===== src/core/fwsr_pkg.sv =====
package fwsr_pkg;

	// Register offsets of the controller's own register port.
	localparam logic [7:0] REG_CTRL = 8'h00;
	localparam logic [7:0] REG_ADDR = 8'h04;
	localparam logic [7:0] REG_DATA = 8'h08;
	localparam logic [7:0] REG_STAT = 8'h0c;

	// Control register fields.
	localparam int CTRL_PROG = 0;
	localparam int CTRL_ERASE = 1;
	localparam int CTRL_RESET = 2;
	localparam int CTRL_PAUSE = 3;

	// Status register fields.
	localparam int STAT_BUSY = 0;
	localparam int STAT_DONE = 1;
	localparam int STAT_FAIL = 2;
	localparam int STAT_RDY = 3;
	localparam int STAT_PAUSE = 4;
	localparam int STAT_RES_LSB = 8;
	localparam int STAT_RAW_LSB = 16;

	// Status bit positions within a byte read from the flash.
	localparam int COMPLEMENT_POLL_BIT = 7;
	localparam int TOGGLE_BIT_ONE = 6;
	localparam int TIMING_LIMIT_FLAG = 5;
	localparam int TOGGLE_BIT_TWO = 2;

	// Command cycle addresses and data in byte mode.
	localparam logic [11:0] CMD_ADDR_A = 12'haaa;
	localparam logic [11:0] CMD_ADDR_5 = 12'h555;
	localparam logic [7:0] CMD_UNLOCK1 = 8'haa;
	localparam logic [7:0] CMD_UNLOCK2 = 8'h55;
	localparam logic [7:0] CMD_PROGRAM = 8'ha0;
	localparam logic [7:0] CMD_ERASE_SETUP = 8'h80;
	localparam logic [7:0] CMD_SECTOR_ERASE = 8'h30;
	localparam logic [7:0] CMD_RESET = 8'hf0;

	// Index of the last write cycle of each command sequence.
	localparam logic [2:0] LAST_PROG = 3'h3;
	localparam logic [2:0] LAST_ERASE = 3'h5;
	localparam logic [2:0] LAST_RESET = 3'h0;

	// Bus timing.
	localparam int CLK_MHZ = 25;
	localparam int WE_LOW_NS = 50;
	localparam int WE_HIGH_NS = 40;
	localparam int READ_ACC_NS = 100;
	localparam int SYNC_STAGES = 2;
	localparam logic [3:0] WE_LOW_CYC = 4'((WE_LOW_NS * CLK_MHZ + 999) / 1000);
	localparam logic [3:0] WE_HIGH_CYC = 4'((WE_HIGH_NS * CLK_MHZ + 999) / 1000);
	localparam logic [3:0] RD_CYC = 4'((READ_ACC_NS * CLK_MHZ + 999) / 1000 + SYNC_STAGES);

	typedef enum {ST_IDLE, ST_WSET, ST_WLOW, ST_WREC, ST_RLOW, ST_RCAP, ST_EVAL, ST_PAUSE}
		fwsr_state_t;
	typedef enum {OP_PROG, OP_ERASE, OP_RESET} fwsr_op_t;
	typedef enum {PL_FIRST, PL_SECOND, PL_LIMIT, PL_FINAL} fwsr_poll_t;

endpackage


===== src/core/fwsr_host.sv =====
// How it works
// - Bit 7 may settle early; reread all.
// - Poll at program or erasing sector address.
// - Read twice, compare toggle, then read data.
// - Toggling with limit flag: recheck, else fail.
// - Resumed monitoring restarts from first read.
// - Recheck bit 7 even after limit flag.
// - After a limit failure issue the reset command; a bit 7 failure just ends.
// - Reset is one write of F0.
// - Status reads address the busy bank.
`timescale 1ns/1ps
module fwsr_host import fwsr_pkg::*; #(
	parameter int ADDR_W = 22,
	parameter int DATA_W = 8
) (
	// Clock and reset.
	input wire logic clk,
	input wire logic rst,
	// Software register port.
	input wire logic [7:0] reg_addr,
	input wire logic [31:0] reg_wdata,
	input wire logic reg_wr,
	input wire logic reg_rd,
	output logic [31:0] reg_rdata,
	// Flash pins.
	output logic [ADDR_W-1:0] flash_addr,
	output logic [DATA_W-1:0] flash_dq_o,
	output logic flash_dq_oe,
	input wire logic [DATA_W-1:0] flash_dq_i,
	output logic flash_ce_n,
	output logic flash_oe_n,
	output logic flash_we_n,
	input wire logic ready_busy_n
);
	if (ADDR_W < 12 || ADDR_W > 32 || DATA_W != 8) begin : g_bad_params
		$error("fwsr_host supports byte mode with 12 to 32 address bits only");
	end

	fwsr_state_t state_ff, nxt_state;
	fwsr_op_t op_ff, nxt_op;
	fwsr_poll_t poll_ff, nxt_poll;
	logic [2:0] idx_ff, nxt_idx;
	logic [3:0] cnt_ff, nxt_cnt;
	logic prev_tog_ff, nxt_prev_tog;
	logic done_ff, nxt_done;
	logic fail_ff, nxt_fail;
	logic pause_ff, nxt_pause;
	logic [ADDR_W-1:0] addr_ff, nxt_addr;
	logic [7:0] data_ff, nxt_data;
	logic [7:0] rd_ff, nxt_rd;
	logic [7:0] result_ff, nxt_result;
	logic [31:0] rdata_ff, nxt_rdata;
	logic [ADDR_W-1:0] pin_addr_ff, nxt_pin_addr;
	logic [7:0] pin_dq_ff, nxt_pin_dq;
	logic pin_oe_ff, nxt_pin_oe;
	logic ce_n_ff, nxt_ce_n;
	logic oe_n_ff, nxt_oe_n;
	logic we_n_ff, nxt_we_n;
	logic [8:0] sync_out;
	logic [7:0] dq_sync;
	logic rdy_sync;
	logic [ADDR_W-1:0] cmd_addr;
	logic [7:0] cmd_data;
	logic [2:0] last_idx;
	logic tog;
	logic lim;
	logic wr_ctrl;
	logic idle;

	fwsr_sync #(.WIDTH(9)) u_sync (
		.clk(clk),
		.rst(rst),
		.din({ready_busy_n, flash_dq_i}),
		.dout(sync_out)
	);
	assign dq_sync = sync_out[7:0];
	assign rdy_sync = sync_out[8];
	assign idle = (state_ff == ST_IDLE);
	assign wr_ctrl = reg_wr && reg_addr == REG_CTRL;
	assign tog = rd_ff[TOGGLE_BIT_ONE];
	assign lim = rd_ff[TIMING_LIMIT_FLAG];

	// Address and data of the current command write cycle.
	always_comb begin
		cmd_addr = ADDR_W'(CMD_ADDR_A);
		cmd_data = CMD_UNLOCK1;
		last_idx = LAST_PROG;
		case (op_ff)
			OP_PROG: begin
				last_idx = LAST_PROG;
				case (idx_ff)
					3'h0: cmd_data = CMD_UNLOCK1;
					3'h1: begin
						cmd_addr = ADDR_W'(CMD_ADDR_5);
						cmd_data = CMD_UNLOCK2;
					end
					3'h2: cmd_data = CMD_PROGRAM;
					default: begin
						cmd_addr = addr_ff;
						cmd_data = data_ff;
					end
				endcase
			end
			OP_ERASE: begin
				last_idx = LAST_ERASE;
				case (idx_ff)
					3'h0, 3'h3: cmd_data = CMD_UNLOCK1;
					3'h1, 3'h4: begin
						cmd_addr = ADDR_W'(CMD_ADDR_5);
						cmd_data = CMD_UNLOCK2;
					end
					3'h2: cmd_data = CMD_ERASE_SETUP;
					default: begin
						cmd_addr = addr_ff;
						cmd_data = CMD_SECTOR_ERASE;
					end
				endcase
			end
			default: begin
				last_idx = LAST_RESET;
				cmd_addr = addr_ff;
				cmd_data = CMD_RESET;
			end
		endcase
	end

	// Sequencer: command writes, then the toggle polling procedure.
	always_comb begin
		nxt_state = state_ff;
		nxt_op = op_ff;
		nxt_poll = poll_ff;
		nxt_idx = idx_ff;
		nxt_cnt = cnt_ff;
		nxt_prev_tog = prev_tog_ff;
		nxt_done = done_ff;
		nxt_fail = fail_ff;
		nxt_rd = rd_ff;
		nxt_result = result_ff;
		nxt_pause = wr_ctrl ? reg_wdata[CTRL_PAUSE] : pause_ff;
		nxt_addr = (reg_wr && idle && reg_addr == REG_ADDR) ? reg_wdata[ADDR_W-1:0] : addr_ff;
		nxt_data = (reg_wr && idle && reg_addr == REG_DATA) ? reg_wdata[7:0] : data_ff;
		case (state_ff)
			ST_IDLE: begin
				if (wr_ctrl && |reg_wdata[CTRL_RESET:CTRL_PROG]) begin
					nxt_op = reg_wdata[CTRL_PROG] ? OP_PROG :
						reg_wdata[CTRL_ERASE] ? OP_ERASE : OP_RESET;
					nxt_idx = 3'h0;
					nxt_done = 1'b0;
					nxt_fail = 1'b0;
					nxt_state = ST_WSET;
				end
			end
			ST_WSET: begin
				nxt_cnt = WE_LOW_CYC - 4'h1;
				nxt_state = ST_WLOW;
			end
			ST_WLOW: begin
				nxt_cnt = cnt_ff - 4'h1;
				if (cnt_ff == 4'h0) begin
					nxt_cnt = WE_HIGH_CYC - 4'h1;
					nxt_state = ST_WREC;
				end
			end
			ST_WREC: begin
				nxt_cnt = cnt_ff - 4'h1;
				if (cnt_ff == 4'h0) begin
					nxt_idx = idx_ff + 3'h1;
					nxt_state = ST_WSET;
					if (idx_ff == last_idx && op_ff == OP_RESET) begin
						nxt_done = 1'b1;
						nxt_state = ST_IDLE;
					end else if (idx_ff == last_idx) begin
						// Status is valid once the last write strobe has risen.
						nxt_poll = PL_FIRST;
						nxt_cnt = RD_CYC - 4'h1;
						nxt_state = ST_RLOW;
					end
				end
			end
			ST_RLOW: begin
				nxt_cnt = cnt_ff - 4'h1;
				if (cnt_ff == 4'h0) begin
					nxt_state = ST_RCAP;
				end
			end
			ST_RCAP: begin
				nxt_rd = dq_sync;
				nxt_state = ST_EVAL;
			end
			ST_EVAL: begin
				nxt_cnt = RD_CYC - 4'h1;
				nxt_state = ST_RLOW;
				nxt_prev_tog = tog;
				if (pause_ff && poll_ff != PL_FINAL) begin
					nxt_state = ST_PAUSE;
				end else begin
					case (poll_ff)
						PL_FIRST: nxt_poll = PL_SECOND;
						PL_SECOND: begin
							if (tog == prev_tog_ff) begin
								nxt_poll = PL_FINAL;
							end else if (lim) begin
								nxt_poll = PL_LIMIT;
							end
						end
						PL_LIMIT: begin
							if (tog == prev_tog_ff) begin
								nxt_poll = PL_FINAL;
							end else begin
								// Still toggling after the limit flag: give up and reset.
								nxt_fail = 1'b1;
								nxt_op = OP_RESET;
								nxt_idx = 3'h0;
								nxt_state = ST_WSET;
							end
						end
						default: begin
							// Bit 7 is checked again on this fresh read of the array.
							nxt_result = rd_ff;
							nxt_fail = (op_ff == OP_PROG) ?
								rd_ff[COMPLEMENT_POLL_BIT] != data_ff[COMPLEMENT_POLL_BIT] :
								!rd_ff[COMPLEMENT_POLL_BIT];
							nxt_done = 1'b1;
							nxt_state = ST_IDLE;
						end
					endcase
				end
			end
			ST_PAUSE: begin
				if (!pause_ff) begin
					nxt_poll = PL_FIRST;
					nxt_cnt = RD_CYC - 4'h1;
					nxt_state = ST_RLOW;
				end
			end
			default: nxt_state = ST_IDLE;
		endcase
	end

	// Pin drive follows the sequencer state one cycle later.
	always_comb begin
		nxt_pin_addr = pin_addr_ff;
		nxt_pin_dq = pin_dq_ff;
		nxt_pin_oe = 1'b0;
		nxt_ce_n = 1'b1;
		nxt_oe_n = 1'b1;
		nxt_we_n = 1'b1;
		case (state_ff)
			ST_WSET, ST_WLOW, ST_WREC: begin
				nxt_pin_addr = cmd_addr;
				nxt_pin_dq = cmd_data;
				nxt_pin_oe = 1'b1;
				nxt_ce_n = 1'b0;
				nxt_we_n = (state_ff != ST_WLOW);
			end
			ST_RLOW, ST_RCAP: begin
				// Status is read at the programmed address or the erased sector.
				nxt_pin_addr = addr_ff;
				nxt_ce_n = 1'b0;
				nxt_oe_n = 1'b0;
			end
			default: nxt_pin_oe = 1'b0;
		endcase
	end

	always_comb begin
		nxt_rdata = 32'h0000_0000;
		if (reg_rd) begin
			case (reg_addr)
				REG_CTRL: nxt_rdata[CTRL_PAUSE] = pause_ff;
				REG_ADDR: nxt_rdata[ADDR_W-1:0] = addr_ff;
				REG_DATA: nxt_rdata[7:0] = data_ff;
				REG_STAT: begin
					nxt_rdata[STAT_BUSY] = !idle;
					nxt_rdata[STAT_DONE] = done_ff;
					nxt_rdata[STAT_FAIL] = fail_ff;
					nxt_rdata[STAT_RDY] = rdy_sync;
					nxt_rdata[STAT_PAUSE] = pause_ff;
					nxt_rdata[STAT_RES_LSB +: 8] = result_ff;
					nxt_rdata[STAT_RAW_LSB +: 8] = rd_ff;
				end
				default: nxt_rdata = 32'h0000_0000;
			endcase
		end
	end

	always_ff @(posedge clk) begin
		if (rst) begin
			state_ff <= ST_IDLE;
			op_ff <= OP_PROG;
			poll_ff <= PL_FIRST;
			idx_ff <= 3'h0;
			cnt_ff <= 4'h0;
			prev_tog_ff <= 1'b0;
			done_ff <= 1'b0;
			fail_ff <= 1'b0;
			pause_ff <= 1'b0;
			addr_ff <= '0;
			data_ff <= 8'h00;
			rd_ff <= 8'h00;
			result_ff <= 8'h00;
			rdata_ff <= 32'h0000_0000;
			pin_addr_ff <= '0;
			pin_dq_ff <= 8'h00;
			pin_oe_ff <= 1'b0;
			ce_n_ff <= 1'b1;
			oe_n_ff <= 1'b1;
			we_n_ff <= 1'b1;
		end else begin
			state_ff <= nxt_state;
			op_ff <= nxt_op;
			poll_ff <= nxt_poll;
			idx_ff <= nxt_idx;
			cnt_ff <= nxt_cnt;
			prev_tog_ff <= nxt_prev_tog;
			done_ff <= nxt_done;
			fail_ff <= nxt_fail;
			pause_ff <= nxt_pause;
			addr_ff <= nxt_addr;
			data_ff <= nxt_data;
			rd_ff <= nxt_rd;
			result_ff <= nxt_result;
			rdata_ff <= nxt_rdata;
			pin_addr_ff <= nxt_pin_addr;
			pin_dq_ff <= nxt_pin_dq;
			pin_oe_ff <= nxt_pin_oe;
			ce_n_ff <= nxt_ce_n;
			oe_n_ff <= nxt_oe_n;
			we_n_ff <= nxt_we_n;
		end
	end

	assign reg_rdata = rdata_ff;
	assign flash_addr = pin_addr_ff;
	assign flash_dq_o = pin_dq_ff;
	assign flash_dq_oe = pin_oe_ff;
	assign flash_ce_n = ce_n_ff;
	assign flash_oe_n = oe_n_ff;
	assign flash_we_n = we_n_ff;

	// Reads since polling started, for checking only.
	logic [3:0] reads_ff;
	always_ff @(posedge clk) begin
		if (rst || (state_ff == ST_EVAL && nxt_poll == PL_FIRST) ||
			(state_ff != ST_EVAL && nxt_state == ST_RLOW && nxt_poll == PL_FIRST)) begin
			reads_ff <= 4'h0;
		end else if (state_ff == ST_RCAP && reads_ff != 4'hf) begin
			reads_ff <= reads_ff + 4'h1;
		end
	end
endmodule


===== src/core/fwsr_sync.sv =====
`timescale 1ns/1ps
module fwsr_sync import fwsr_pkg::*; #(
	parameter int WIDTH = 9
) (
	// Clock and reset.
	input wire logic clk,
	input wire logic rst,
	// Asynchronous input and its synchronised copy.
	input wire logic [WIDTH-1:0] din,
	output logic [WIDTH-1:0] dout
);
	logic [WIDTH-1:0] meta_ff;
	logic [WIDTH-1:0] sync_ff;
	logic [WIDTH-1:0] nxt_meta;
	logic [WIDTH-1:0] nxt_sync;

	always_comb begin
		nxt_meta = din;
		nxt_sync = meta_ff;
	end

	always_ff @(posedge clk) begin
		if (rst) begin
			meta_ff <= '0;
			sync_ff <= '0;
		end else begin
			meta_ff <= nxt_meta;
			sync_ff <= nxt_sync;
		end
	end

	assign dout = sync_ff;
endmodule

===== config.mk =====
export PLATFORM = sky130hd
export DESIGN_NAME = fwsr_host
export DESIGN_NICKNAME = d
export VERILOG_FILES = /design/src/core/fwsr_pkg.sv /design/src/core/fwsr_host.sv /design/src/core/fwsr_sync.sv
export SDC_FILE = /design/constraint.sdc
export NUM_CORES = 1
export LEC_CHECK = 0
export BUFFER_PORTS_ARGS = -buffer_cell sky130_fd_sc_hd__buf_2
export CAP_MARGIN = 20
export CORE_UTILIZATION = 59
export CTS_CLUSTER_DIAMETER = 50
export DETAILED_ROUTE_END_ITERATION = 12
export PLACE_DENSITY_LB_ADDON = 0.15
export SLEW_MARGIN = 10
export SYNTH_ARGS = -nofsm -noshare
export SYNTH_HDL_FRONTEND = slang
export SYNTH_SLANG_ARGS = --single-unit

===== constraint.sdc =====
create_clock -name clk -period 6.35 [get_ports clk]
set_clock_uncertainty 0.2 [all_clocks]
set_input_delay 0.3175 -clock clk [delete_from_list [all_inputs] [get_ports clk]]
set_output_delay 0.3175 -clock clk [all_outputs]
set_load 0.1 [all_outputs]

Yosys cells after proc, flatten, opt, wreduce, memory -nomap -nowiden

Cells that the tools add are included.

Register bits after elaboration: 237
Latch bits: 0
RAM bits: 0
ROM bits: 0
Bits of input ports: 53
Output and inout port bits: 66
Logic and storage cells: 181
Memories kept: 0

$add $sub $neg: 2
$mul: 0
Divide/modulo/power cells: 0
Magnitude comparators: 0
Equality and inequality tests: 40
Shift-type cells: 0
Multiplexer cells: 67
Bitwise logic cells: 5
Reductions and logical operators: 43

Operators by type and width:

| cell                | count |
|---|---|
| $mux 32             | 17 |
| $pmux 32 s8         | 1 |
| $pmux 32 s3         | 2 |
| $pmux 22 s2         | 4 |
| $eq 32x3->1 const B | 5 |
| $logic_not 32->1    | 5 |
| $eq 32x1->1 const B | 3 |
| $eq 32x2->1 const B | 3 |
| $ne 32x3->1 const B | 2 |
| $pmux 32 s2         | 1 |
| $pmux 8 s3          | 2 |
| $pmux 14 s2         | 1 |
| $mux 3              | 9 |
| $ne 2x2->1 const B  | 13 |
| $pmux 4 s6          | 1 |
| $mux 4              | 5 |
| $pmux 3 s2          | 3 |
| $pmux 3 s3          | 2 |
| $eq 8x4->1 const B  | 2 |
| $pmux 8 s2          | 1 |
| $reduce_and 5->1    | 3 |
| $reduce_or 3->1     | 5 |
| $reduce_or 2->1     | 7 |
| $reduce_and 6->1    | 2 |
| other kinds (30)    | 58 |

Depth between registers and ports, before layout

Gate-level depths: netlist of run 1.

Depth in word-level cells: 7
Gate-level depth with buffers: 9
Gate-level depth less buffers: 7

By module

Synthesis of run 1 repeated with hierarchy kept, for this count alone.

Cells, all modules: 727
Area, all modules: 6,178.4 um^2

Modules (own cells, without submodules):

| module    | times used | cells an instance | area each (um^2) | sequential area each (um^2) |
|---|---|---|---|---|
| fwsr_host | 1          | 690               | 5,689.2          | 2,442.3 |
| fwsr_sync | 1          | 37                | 489.2            | 360.3 |

Worst setup path before layout of run 1

Ideal clock, no wire load.

Path kind: input-to-reg
Start: in reg_addr[5]
End: reg idx_ff[1]
Library setup time: 0.116 ns
Arrival: 2.018 ns
Setup slack: 4.015 ns
Stages on the path: 5
Path buffers: 0
Cell sequence: or4_4 or4b_4 a221oi_4 nor3_1 a41o_1

Cells in the longest elaborated chain, start to end: 5

RTL lines:

| what                              | line             | text |
|---|---|---|
| from (decl)                       | fwsr_host.sv:20  | `input wire logic [7:0] reg_addr,` |
| $logic_not 8->1                   | fwsr_host.sv:79  | `assign wr_ctrl = reg_wr && reg_addr == REG_CTRL;` |
| $logic_and 1x1->1                 | fwsr_host.sv:79  |  |
| $logic_and 1x1->1                 | fwsr_host.sv:144 | `if (wr_ctrl && \|reg_wdata[CTRL_RESET:CTRL_PROG]) begin` |
| $ne 2x2->1 (no source line)       | --               |  |
| $reduce_and 6->1 (no source line) | --               |  |
| to (signal assigned)              | fwsr_host.sv:313 | `idx_ff <= nxt_idx;` |
| to (decl)                         | fwsr_host.sv:42  | `logic [2:0] idx_ff, nxt_idx;` |

No other way between the ends.
A chain may end at the register's enable or synchronous reset.

Worst setup path after layout of run 1

Start: reg state_ff[0]
End: reg addr_ff[19]

Cells in the longest elaborated chain, start to end: 3

RTL lines:

| what                           | line             | text |
|---|---|---|
| from (decl)                    | fwsr_host.sv:39  | `fwsr_state_t state_ff, nxt_state;` |
| from (signal assigned)         | fwsr_host.sv:310 | `state_ff <= nxt_state;` |
| $logic_not 32->1               | fwsr_host.sv:78  | `assign idle = (state_ff == ST_IDLE);` |
| $logic_and 1x1->1 (2 in a row) | fwsr_host.sv:140 | `nxt_addr = (reg_wr && idle && reg_addr == REG_ADDR) ? reg_wdata[ADDR_W-1:0] : addr_ff;` |
| to (signal assigned)           | fwsr_host.sv:319 | `addr_ff <= nxt_addr;` |
| to (decl)                      | fwsr_host.sv:48  | `logic [ADDR_W-1:0] addr_ff, nxt_addr;` |

No other way between the ends.

==> results of run 1 <==
==> Yosys cell counts, drive strengths merged (3+ instances only) <==
library cell,n
nand2b,9
a31oi,4
and2,5
xnor2,3
ha,12
inv,20
buf,15
nand2,93
a211oi,22
o22ai,8
mux2,4
nor3b,3
nor2,67
a311oi,4
a21o,3
a21oi,55
o21a,3
o41ai,3
or2,4
nor4,4
nor3,10
nand3,8
dfxtp,140
a22o,14
nor2b,27
o211ai,4
o21ai,21
nand3b,3
o311ai,4
mux2i,19
clkbuf,33
a22oi,19
==> how the worst max path moves through the flow <==
stage                          endpoint  depth (start not counted)
after floorplan               idx_ff[1]                          5
after global placement    reg_rdata[22]                          5
after detailed placement    addr_ff[16]                          5
after CTS                   addr_ff[16]                          5
after global routing          cnt_ff[0]                          5
final                       addr_ff[19]                          5
==> logic make-up after synthesis <==
| logic type | synth area share, % |
|---|---|
| compound gates | 21.3 |
| mux | 3.95 |
| fa+ha+maj | 2.52 |
| simple gates | 19.7 |
| buf+inv | 4.84 |
| other cells | 0.0630 |
| flops | 47.1 |
| xor+xnor | 0.589 |
==> layer usage <==
layer	GRT usage, %	vias to the layer above	part of all wire (%)
met2	49.0	218	48
met1	39.2	2520	44
met3	5.75	29	6.7
met4	10.4	0	1.9
li1	-	2625	-
met5	0	-	0
==> power by group through the flow <==
| stage | Combinational, mW | Sequential [mW] | Clock (mW) |
|---|---|---|---|
| CTS | 1.22 | 1.06 | 0.913 |
| detailed placement | 1.20 | 1.08 | 0 |
| finish | 1.23 | 1.06 | 0.904 |
| global placement | 1.18 | 1.07 | 0 |
| global route | 1.31 | 1.07 | 0.961 |
| floorplan | 0.514 | 1.53 | 0 |
==> stage by stage <==
stage	power [mW]	instances	area, sq um
6_report	3.20	941	7360
5_1_grt	3.34	941	7360
3_5_place_dp	2.28	876	6470
3_3_place_gp	2.25	876	6470
2_1_floorplan	2.04	686	5980
4_1_cts	3.19	939	7340
==> layout make-up <==
| class | instances | area [sq um] |
|---|---|---|
| Multi-Input combinational cell | 478 | 2890 |
| Sequential cell | 140 | 2800 |
| Fill cell | 718 | 2410 |
| Timing Repair Buffer | 139 | 881 |
| Clock buffer | 19 | 432 |
| Tap cell | 133 | 166 |
| Clock inverter | 12 | 118 |
| Inverter | 20 | 75.1 |
==> worst max-delay path, stage by stage, from the launching register on <==
cell,delay [ns]
sky130_fd_sc_hd__dfxtp_1,0.52
sky130_fd_sc_hd__nor3_1,0.61
sky130_fd_sc_hd__buf_4,0.28
sky130_fd_sc_hd__and4_1,0.80
sky130_fd_sc_hd__nand2_1,0.16
sky130_fd_sc_hd__a21oi_1,0.18
==> state kept, by name (all words and copies together), names as in the netlist, 2 cells and up <==
signal / cells
reg_rdata: 24
addr_ff: 22
flash_addr: 22
u_sync.dout: 9
u_sync.meta_ff: 9
data_ff: 8
flash_dq_o: 8
rd_ff: 8
result_ff: 8
cnt_ff: 4
idx_ff: 3
state_ff: 3
op_ff: 2
poll_ff: 2
==> timing repair <==
item / in CTS / in global routing
hold endpoints to repair: 43 / 0
hold buffers: 32 / 0
endpoints found under the setup margin: 0 / 0
==> results.md, run 1 <==
- The flow ran to the end, and the final reports show no timing, DRC or antenna violations.
- The initial antenna violation count was 0.
- VDD sags by at most 0.294 mV.
- The routed via count is 5392.
- The count of standard-cell rows is 36.
- The critical path starts at state_ff[0].
- In this run the power density over the cells is 434 nW/um^2.
- The sequential element share of the synthesized area is 47.1%.
- In the routed design, unresolved DRC markers number 0.
- The synthesized netlist contains 74 unique library cells.
- The number of antenna diodes is 0.
- The relative contribution of the clock network to total power is 28.3%.
- The critical path launch point type is a register.
- The setup violation total in the final timing report is 0.
- The first routing iteration left 305 violations.
- Of all flip-flops after synthesis, the portion carrying an async set or reset was 0%.
- At the pin with the least slew margin, the transition time is 1.02 ns.
- The global-route wire length before repair is 23900 um.
- The routed wire length per instance is 16.4 um.
- The die extent in x is 102 um.
- The final max-slew violation count came to 0.
- The effective utilization at floorplan is 60.9%.
- The share of Yosys cell area claimed by the top area cell type is 47.1%.
- The setup slack of the worst register-to-register path is 3.51 ns.
- The number of cell instances on the worst register-to-register path is 5.
- In this run the count of I/O pins placed on the die edge is 119.
- For this design the static power due to leakage is 3.01 nW.
- Max-cap violations in this run came to 0.
- Before antenna repair, the detailed router went through 5 iterations.
- The post-detailed-placement half-perimeter wirelength is 10300 um.
- The worst reg2reg path endpoint is addr_ff[19].
- The final worst hold slack is 0.0273 ns.
- The clock tree from TritonCTS is built.
- Counting flops with a built-in enable in the synthesized netlist gives 0.
- The die area is 10500 sq um.
- The cell area that synthesis handed to floorplanning was 5950 sq um.
- The longest clock path from root to sink contains 2 buffers.
- STA classifies the critical path endpoint as a register.
- The share of layout cells above drive strength 1 is 18.9%.
- For this run, the number of Yosys warnings is 0.
- The dominant synthesized flop cell is sky130_fd_sc_hd__dfxtp_1.
- A synthesized cell averages 8.77 sq um.
- Yosys attributes the largest share of cell area to sky130_fd_sc_hd__dfxtp_1 47%, sky130_fd_sc_hd__nand2_1 5.9%, sky130_fd_sc_hd__a21oi_1 4.6%.
- Before CTS, the worst setup slack after placement is 3.45 ns.
- The number of synthesized register bits is 140.
- The number of buffers created by CTS is 17.
- The switching component of the power is 1.39 mW.
- The aggregate negative setup slack is 0 ns.
- Internal power comes to 1.80 mW.
- The clock period could shrink to 2.84 ns.
- For this run, the post-layout net count is 861.
- The worst hold path terminates at reg_rdata[4].
- The cell at the root of the clock tree is sky130_fd_sc_hd__clkbuf_8.
- Port buffering added 100 buffers.
- In this run the worst hold path is classified as input port to register.
- The relative contribution of sequential cells to total power is 33.2%.
- Dividing the detail-routed via count by the number of cells gives 5.73.
- The worst register-to-register path begins at state_ff[0].
- Cells fill 75.3% of the core in the end.
- Setup repair after global routing left no endpoint under its margin.
- Along the worst hold path, the cell count comes to 3.
- Based on the critical path, the design can be clocked at up to 0.352 GHz.
- The placer's final routability congestion estimate is 0.864.
- The synthesized instance count is 679.
- The area overhead of the layout relative to synthesis is 23.7%.
- Measured against its own limit, the worst slew margin works out to 31.6%.
- Per report_power, the combinational group accounts for 38.5% of the total.
- The critical path is of the register to register type.
- The clock input transition at the sequential cells of the worst setup and hold paths is 0.06 ns.
- The H-tree generated during clock tree synthesis spans 4 levels.
- The vertical die dimension is 102 um.
- The number of failing hold endpoints at the final stage is 0.
- For this run, the total global-route usage over all layers was measured as 29.9%.
- Along the worst path, the maximum fanout reaches 22.
- The detailed-route wire length is 15400 um.
- Entering global routing, the biggest net connects 60 pins.
- The critical path required time is 6.59 ns.
- The fraction of power spent switching nets is 43.6%.
- In this run the most critical hold path is launched from reg_rd.
- The top cell types in the final layout, fill and taps aside, are 140 x sky130_fd_sc_hd__dfxtp_1, 100 x sky130_fd_sc_hd__buf_2, 93 x sky130_fd_sc_hd__nand2_1.
- The total global routing overflow is 0.
- For the worst setup path, the data arrival time is 3.08 ns.
- The count of nets left with antenna violations once routing finished came out at 0.
- The number of global-route vias before repair is 4899.
- The most common cell after layout, fill and taps aside is sky130_fd_sc_hd__dfxtp_1.
- In this run the standard cell core region covers 9770 sq um.
- The number of setup buffers added after CTS is 0.
- Counting every sink on the clock net gives 140.
- In the finished design, the share of the clock period the worst path needs comes to 44.7%.
- The biggest area consumer among synthesized cells is sky130_fd_sc_hd__dfxtp_1.
- The worst-case setup margin in the final layout is 3.51 ns.
- The post-cts sizing count is 0.
- The clock reaches the later pin of the worst-skew pair after 0.52 ns.
(Power assumes the default switching activity.)
==> run 2, diff against run 1 <==
Settings changed: CORE_UTILIZATION 59 to 55.
Clock period 6.35 ns to 2.8 ns, I/O delays scaled along.
==> results.md, run 2 (synthesized netlist as in run 1, its figures left out) <==
- The run finished with clean final reports.
- The die area is 11200 sq um (+7.1%).
- The die extent in x came to 106 um (+3.5%).
- The tightest min-delay check is of the input port to register type.
- The measured slew at the worst slew-check pin is 1.07 ns (+0.0460 ns).
- Setup repair after global routing left no endpoint under its margin.
- The fraction of power spent switching nets came to 44.0% (+0.39 points).
- The number of buffers created by CTS is 17 (unchanged).
- After layout, the worst path uses 96.4% of the clock period.
- The number of antenna diodes is 0 (unchanged).
- TritonCTS built the clock tree.
- The global-route wire length before repair was 25700 um (+7.7%).
- The highest achievable clock rate is 0.371 GHz.
- The worst-case setup margin in the final layout is 0.101 ns (-3.41 ns).
- The peak fanout along the critical path is 9 (-59%).
- The pre-CTS setup slack came to 0.00945 ns (-3.44 ns).
- The effective utilization at floorplan came to 57.1% (-3.8 points).
- The data arrival time at the worst-slack endpoint came to 2.97 ns (-0.11 ns).
- The number of DRC violations after detailed-routing iteration 0 was 389 (+28%).
- The routed via count is 5571 (+3.3%).
- The launching point of the worst reg2reg path is idx_ff[0].
- The total global routing overflow came to 0 (unchanged).
- The final core area utilization is 73.2% (-2.1 points).
- The pin count of the biggest net entering global routing was 108 (+80%).
- The initial antenna violation count is 0 (unchanged).
- The placer's final routability congestion estimate is 0.954 (+10%).
- The placed instance count came to 899 (+2.6%).
- The endpoint kind of the worst setup timing path is a register.
- The number of top-level design ports is 119 (unchanged).
- The clock input transition at the sequential cells of the worst setup and hold paths is 0.06 ns (about the same).
- The worst slew margin relative to its limit is 28.8% (-2.8 points).
- The layout net count was 892 (+3.6%).
- The area of placed instances was 6630 sq um (+2.4%).
- The leakage power of the design is 3.17 nW (+5.1%).
- The share of layout cells above drive strength 1 is 20.5% (+1.5 points).
- The tree is rooted in a sky130_fd_sc_hd__clkbuf_8.
- The worst setup path is of the input port to register kind.
- The endpoint identified for the worst register-to-register timing path is flash_addr[1].
- The worst ir drop on vdd came to 0.834 mV (+180%).
- The standard cell core area is 10400 sq um (+6.6%).
- The final max-slew violation count is 0 (unchanged).
- In this run the worst setup path begins at reg_addr[5].
- The setup slack of the worst register-to-register path was 0.18 ns (-3.33 ns).
- The clock latency of the later-clocked register in the worst-skew pair is 0.53 ns (about the same).
- The power density of the placed cells is 974 nW/um^2 (+120%).
- The switching component of the power is 3.27 mW (+130%).
- The post-cts sizing count came to 0 (unchanged).
- The final worst hold slack is 0.0535 ns (+0.0262 ns).
- The vertical die dimension is 106 um (+3.5%).
- The number of standard cells in the final layout excluding fillers is 976 (+3.7%).
- The final critical path time including I/O delays and setup is 2.70 ns.
- The number of global-route vias before repair is 5291 (+8.0%).
- The destination of the critical timing path is reg_rdata[2].
- The routed wire length per instance came to 16.6 um (+0.96%).
- The remaining antenna violation count after routing was 0 (unchanged).
- The number of buffers added on ports is 100 (unchanged).
- The number of cell instances on the worst register-to-register path came to 7 (+2).
- The relative contribution of combinational cells to total power was 39.4% (+0.9 points).
- The setup violation total in the final timing report was 0 (unchanged).
- Leaving out fill and tap cells, the most frequent cell in the layout is sky130_fd_sc_hd__dfxtp_1.
- The final standard cell area without fillers came to 7630 sq um (+3.6%).
- The critical path launch point type is an input port.
- The count of standard-cell rows was 37 (+2.8%).
- The overall power of the completed layout is 7.43 mW (+130%).
- The remaining design rule violation count came to 0 (unchanged).
- The number of vias per cell is 5.71 (-0.39%).
- In the layout the commonest cells are 140 x sky130_fd_sc_hd__dfxtp_1, 99 x sky130_fd_sc_hd__buf_2, 93 x sky130_fd_sc_hd__nand2_1.
- The overall global routing resource usage is 29.2% (-0.61 points).
- The flip-flop count of the largest register after layout is 24 (unchanged).
- The aggregate negative setup slack is 0 ns (unchanged).
- The number of failing hold endpoints at the final stage is 0 (unchanged).
- The relative contribution of sequential cells to total power was 32.1% (-1.1 points).
- The detailed-route wire length came to 16200 um (+4.7%).
- The critical path required time was 3.07 ns (-3.52 ns).
- The clock sink count came to 140 (unchanged).
- The post-detailed-placement half-perimeter wirelength is 10600 um (+3.8%).
- The number of filler cells placed in the layout is 748 (+4.2%).
- From synthesis to final layout, the design area changed by 28.2%.
- The cell-internal power came to 4.16 mW (+130%).
- The reported max-cap violation count is 0 (unchanged).
- The largest buffer count on any clock path was 2 (unchanged).
- The H-tree depth is 4 (unchanged).
- The relative contribution of the clock network to total power is 28.5% (+0.2 points).
- The number of search-and-repair iterations in the first detailed-routing pass was 5 (unchanged).
run 2: changes by cell type in the layout (fill, tap and decap cells not counted):
cell / before / now
sky130_fd_sc_hd__buf_4: 6 / 26
sky130_fd_sc_hd__clkinv_4: 4 / 2
sky130_fd_sc_hd__clkbuf_1: 1 / 2
sky130_fd_sc_hd__dlygate4sd3_1: 32 / 44
sky130_fd_sc_hd__buf_2: 100 / 99
sky130_fd_sc_hd__buf_8: 1 / 0
sky130_fd_sc_hd__inv_6: 1 / 5
sky130_fd_sc_hd__clkinvlp_4: 3 / 4
sky130_fd_sc_hd__clkbuf_8: 2 / 1
sky130_fd_sc_hd__clkinv_2: 2 / 0
sky130_fd_sc_hd__clkbuf_4: 0 / 1
run 2: per-layer routing:
metal / up-vias / global-route usage (%) / wire, um
met3: 35 / 6.44 / 1100
met2: 237 / 49.7 / 7740
met5: - / 0 / 0
li1: 2677 / - / -
met1: 2622 / 36.4 / 6960
met4: 0 / 10.5 / 349
run 2: power groups by stage:
stage | logic, mW | registers [mW] | clock network (mW)
2_1_floorplan | 1.17 | 3.47 | 0
3_3_place_gp | 2.78 | 2.41 | 0
3_5_place_dp | 2.84 | 2.42 | 0
4_1_cts | 2.90 | 2.38 | 2.13
5_1_grt | 3.09 | 2.41 | 2.22
6_report | 2.92 | 2.39 | 2.12
run 2: repair_timing:
action	4_1_cts	5_1_grt
hold endpoints to repair	61	0
setup endpoints to repair	0	0
buffers inserted	0	0
hold buffers	44	0
run 2: layout make-up:
cell class,instances,area (sq um),share of cell area [%]
clock inverters,13,133,1.74
well taps,136,170,2.23
multi-input cells,478,2890,37.9
flip-flops and latches,140,2800,36.7
inverters,20,75.1,0.984
repair buffers,170,1140,14.9
clock buffers,19,422,5.53
run 2: worst max-delay path, stage by stage:
cell                            delay, ns
sky130_fd_sc_hd__dlygate4sd3_1       0.53
sky130_fd_sc_hd__buf_2               0.12
sky130_fd_sc_hd__or4_4               0.54
sky130_fd_sc_hd__nor2_2              0.11
sky130_fd_sc_hd__dlygate4sd3_1       0.57
sky130_fd_sc_hd__nand3_2             0.12
sky130_fd_sc_hd__buf_4               0.19
sky130_fd_sc_hd__nor2_1              0.10
sky130_fd_sc_hd__dlygate4sd3_1       0.55
run 2: worst min path at each step:
stage                  start                end  slack (ns)  cells after the start
5_1_grt          reg_addr[4]          idx_ff[2]        0.07                      6
3_5_place_dp   flash_dq_i[4]  u_sync.meta_ff[4]        0.15                      2
2_1_floorplan  flash_dq_i[0]  u_sync.meta_ff[0]        0.07                      1
3_3_place_gp   flash_dq_i[4]  u_sync.meta_ff[4]        0.15                      2
4_1_cts          reg_addr[7]          idx_ff[2]        0.02                      6
6_report         reg_addr[4]           pause_ff        0.05                      7
==> run 3, diff against run 2 <==
==> constraint.sdc (replaced) <==
create_clock -name clk -period 2.8 [get_ports clk]
set_clock_uncertainty 0.2 [all_clocks]
set_input_delay 0.7 -clock clk [delete_from_list [all_inputs] [get_ports clk]]
set_output_delay 0.7 -clock clk [all_outputs]
set_load 0.1 [all_outputs]
==> results.md, run 3 (synthesized netlist as in run 1, its figures left out) <==
- The number of top-level design ports is 119 (unchanged).
- The overall power of the completed layout came to 7.27 mW (-2.2%).
- The flip-flop count of the largest register after layout is 24 (unchanged).
- The worst ir drop on vdd is 0.854 mV (+2.3%).
- The count of hold buffers inserted by post-cts repair is 0 (-100%).
- The remaining antenna violation count after routing is 0 (unchanged).
- The clock latency of the later-clocked register in the worst-skew pair was 0.52 ns (about the same).
- The met1 wire length is 6690 um (-4.0%).
- The routed length on met3 is 1130 um (+2.1%).
- The H-tree depth is 4 (unchanged).
- The post-cts sizing count is 0 (unchanged).
- The number of DRC violations after detailed-routing iteration 0 was 553 (+42%).
- The clock input transition at the sequential cells of the worst setup and hold paths is 0.06 ns (about the same).
- The final worst hold slack is 0.186 ns (+0.132 ns).
- The initial antenna violation count came to 0 (unchanged).
- The die area was 11200 sq um (unchanged).
- The endpoint kind of the worst setup timing path is a register.
- The data arrival time at the worst-slack endpoint is 2.79 ns (-0.18 ns).
- The number of buffers created by CTS was 17 (unchanged).
- The cell at the root of the clock tree is sky130_fd_sc_hd__clkbuf_8.
- The kind of critical path is register to register.
- The effective utilization at floorplan is 57.1% (unchanged).
- The number of setup buffers added after CTS came to 0 (unchanged).
- The overall global routing resource usage came to 28.9% (-0.31 points).
- The number of search-and-repair iterations in the first detailed-routing pass is 5 (unchanged).
- The critical path launch point type is a register.
- The setup violation total in the final timing report is 0 (unchanged).
- The number of buffers added on ports is 100 (unchanged).
- The area of the multi-input gates is 2890 sq um (unchanged).
- The aggregate negative setup slack is 0 ns (unchanged).
- The number of vias per cell is 5.80 (+1.7%).
- The worst-case setup margin in the final layout is 0.185 ns (+0.0835 ns).
- In the layout the commonest cells are 140 x sky130_fd_sc_hd__dfxtp_1, 99 x sky130_fd_sc_hd__buf_2, 93 x sky130_fd_sc_hd__nand2_1.
- The number of filler cells placed in the layout was 825 (+10%).
- The critical path required time is 2.98 ns (-0.09 ns).
- The global-route wire length before repair is 25400 um (-1.3%).
- The post-detailed-placement half-perimeter wirelength is 10800 um (+0.96%).
- TritonCTS built the clock tree.
- The number of antenna diodes is 0 (unchanged).
- The run finished with clean final reports.
- The highest achievable clock rate came to 0.382 GHz (+3.2%).
- The largest buffer count on any clock path is 2 (unchanged).
- The count of standard-cell rows is 37 (unchanged).
- The remaining design rule violation count is 0 (unchanged).
- The share of layout cells above drive strength 1 is 21.8% (+1.4 points).
- The area overhead of the layout relative to synthesis is 21.0%.
- The total global routing overflow is 0 (unchanged).
- The detailed-route wire length came to 15800 um (-2.4%).
- The final max-slew violation count came to 0 (unchanged).
- The uppermost layer routed is met4.
- The worst slew margin relative to its limit was 59.1% (+30 points).
- The number of failing hold endpoints at the final stage is 0 (unchanged).
- The register cell area after layout was 2800 sq um (unchanged).
- The clock sink count is 140 (unchanged).
- The fraction of the cycle the final worst path needs is 93.4% (-3.0 points).
- The leakage power of the design was 2.98 nW (-6.0%).
- The final core area utilization is 69.1% (-4.1 points).
- The peak fanout along the critical path is 8 (-1).
- The layout net count came to 850 (-4.7%).
- The die extent in x was 106 um (unchanged).
- The placer's final routability congestion estimate is 0.930 (-2.5%).
- The routed wire length per instance was 16.9 um (+2.1%).
- The library cell used most frequently in the layout, excluding fill and tap cells, is sky130_fd_sc_hd__dfxtp_1.
- The number of global-route vias before repair came to 5007 (-5.4%).
- The power density of the placed cells was 1010 nW/um^2 (+3.6%).
- The standard cell core area is 10400 sq um (unchanged).
- Setup repair after global routing left no endpoint under its margin.
- The pre-CTS setup slack is -0.0782 ns (-0.0877 ns).
- The final critical path time including I/O delays and setup is 2.62 ns (-0.0835 ns).
- The type of the worst min-delay path is input port to register.
- The vertical die dimension came to 106 um (unchanged).
- The pin count of the biggest net entering global routing is 108 (unchanged).
- The routed length on met2 is 7740 um (about the same).
- The reported max-cap violation count is 0 (unchanged).
- The measured slew at the worst slew-check pin is 0.613 ns (-0.455 ns).
- The routed via count was 5414 (-2.8%).
-- run 3: changes by cell type in the layout (fill, tap and decap cells not counted) --
| cell | change |
|---|---|
| sky130_fd_sc_hd__dlygate4sd3_1 | -44 |
| sky130_fd_sc_hd__clkinv_4 | +3 |
| sky130_fd_sc_hd__buf_12 | +2 |
| sky130_fd_sc_hd__buf_4 | +1 |
| sky130_fd_sc_hd__bufinv_16 | -1 |
| sky130_fd_sc_hd__clkbuf_1 | -1 |
| sky130_fd_sc_hd__clkbuf_4 | -1 |
| sky130_fd_sc_hd__clkinvlp_4 | -1 |
| sky130_fd_sc_hd__inv_8 | -1 |
-- run 3: worst paths after layout --
path | startpoint | to | slack (ns) | cells past startpoint
hold / removal | flash_dq_i[1] | u_sync.meta_ff[1] | 0.19 | 2
hold reg to reg | u_sync.meta_ff[1] | u_sync.dout[1] | 0.24 | 1
setup / recovery | idx_ff[0] | flash_addr[9] | 0.18 | 7
setup reg to reg | idx_ff[0] | flash_addr[9] | 0.18 | 7
-- run 3: layout make-up --
cell class              instances  area share, %
multi-input cells             478           40.1
flip-flops and latches        140           38.9
repair buffers                128           10.3
clock buffers                  18           5.80
well taps                     136           2.36
clock inverters                13           1.53
inverters                      20           1.04
-- run 3: critical path: stages, from the launching register on --
cell and delay (ns):
sky130_fd_sc_hd__dfxtp_1 0.49, sky130_fd_sc_hd__inv_1 0.17, sky130_fd_sc_hd__ha_1 0.32, sky130_fd_sc_hd__or4b_1 0.52, sky130_fd_sc_hd__a211oi_1 0.30, sky130_fd_sc_hd__o21ai_1 0.26, sky130_fd_sc_hd__nand2_1 0.14, sky130_fd_sc_hd__a211oi_1 0.08
-- run 3: through the flow --
stage | std cells | instance area (sq um)
6_report | 933 | 7200
5_1_grt | 933 | 7200
2_1_floorplan | 686 | 5980
4_1_cts | 933 | 7200
3_3_place_gp | 901 | 6670
3_5_place_dp | 902 | 6670
-- run 3: per-layer routing --
metal,vias up,global-route usage [%]
met5,-,0
met4,0,9.13
met1,2534,37.3
met3,24,6.56
met2,265,48.0
li1,2591,-
-- run 3: power breakdown --
part	total (mW)	internal [mW]	switching, mW
clock network	1.99	1.10	0.892
registers	2.40	2.21	0.188
logic	2.87	0.721	2.15
total	7.27	4.04	3.23
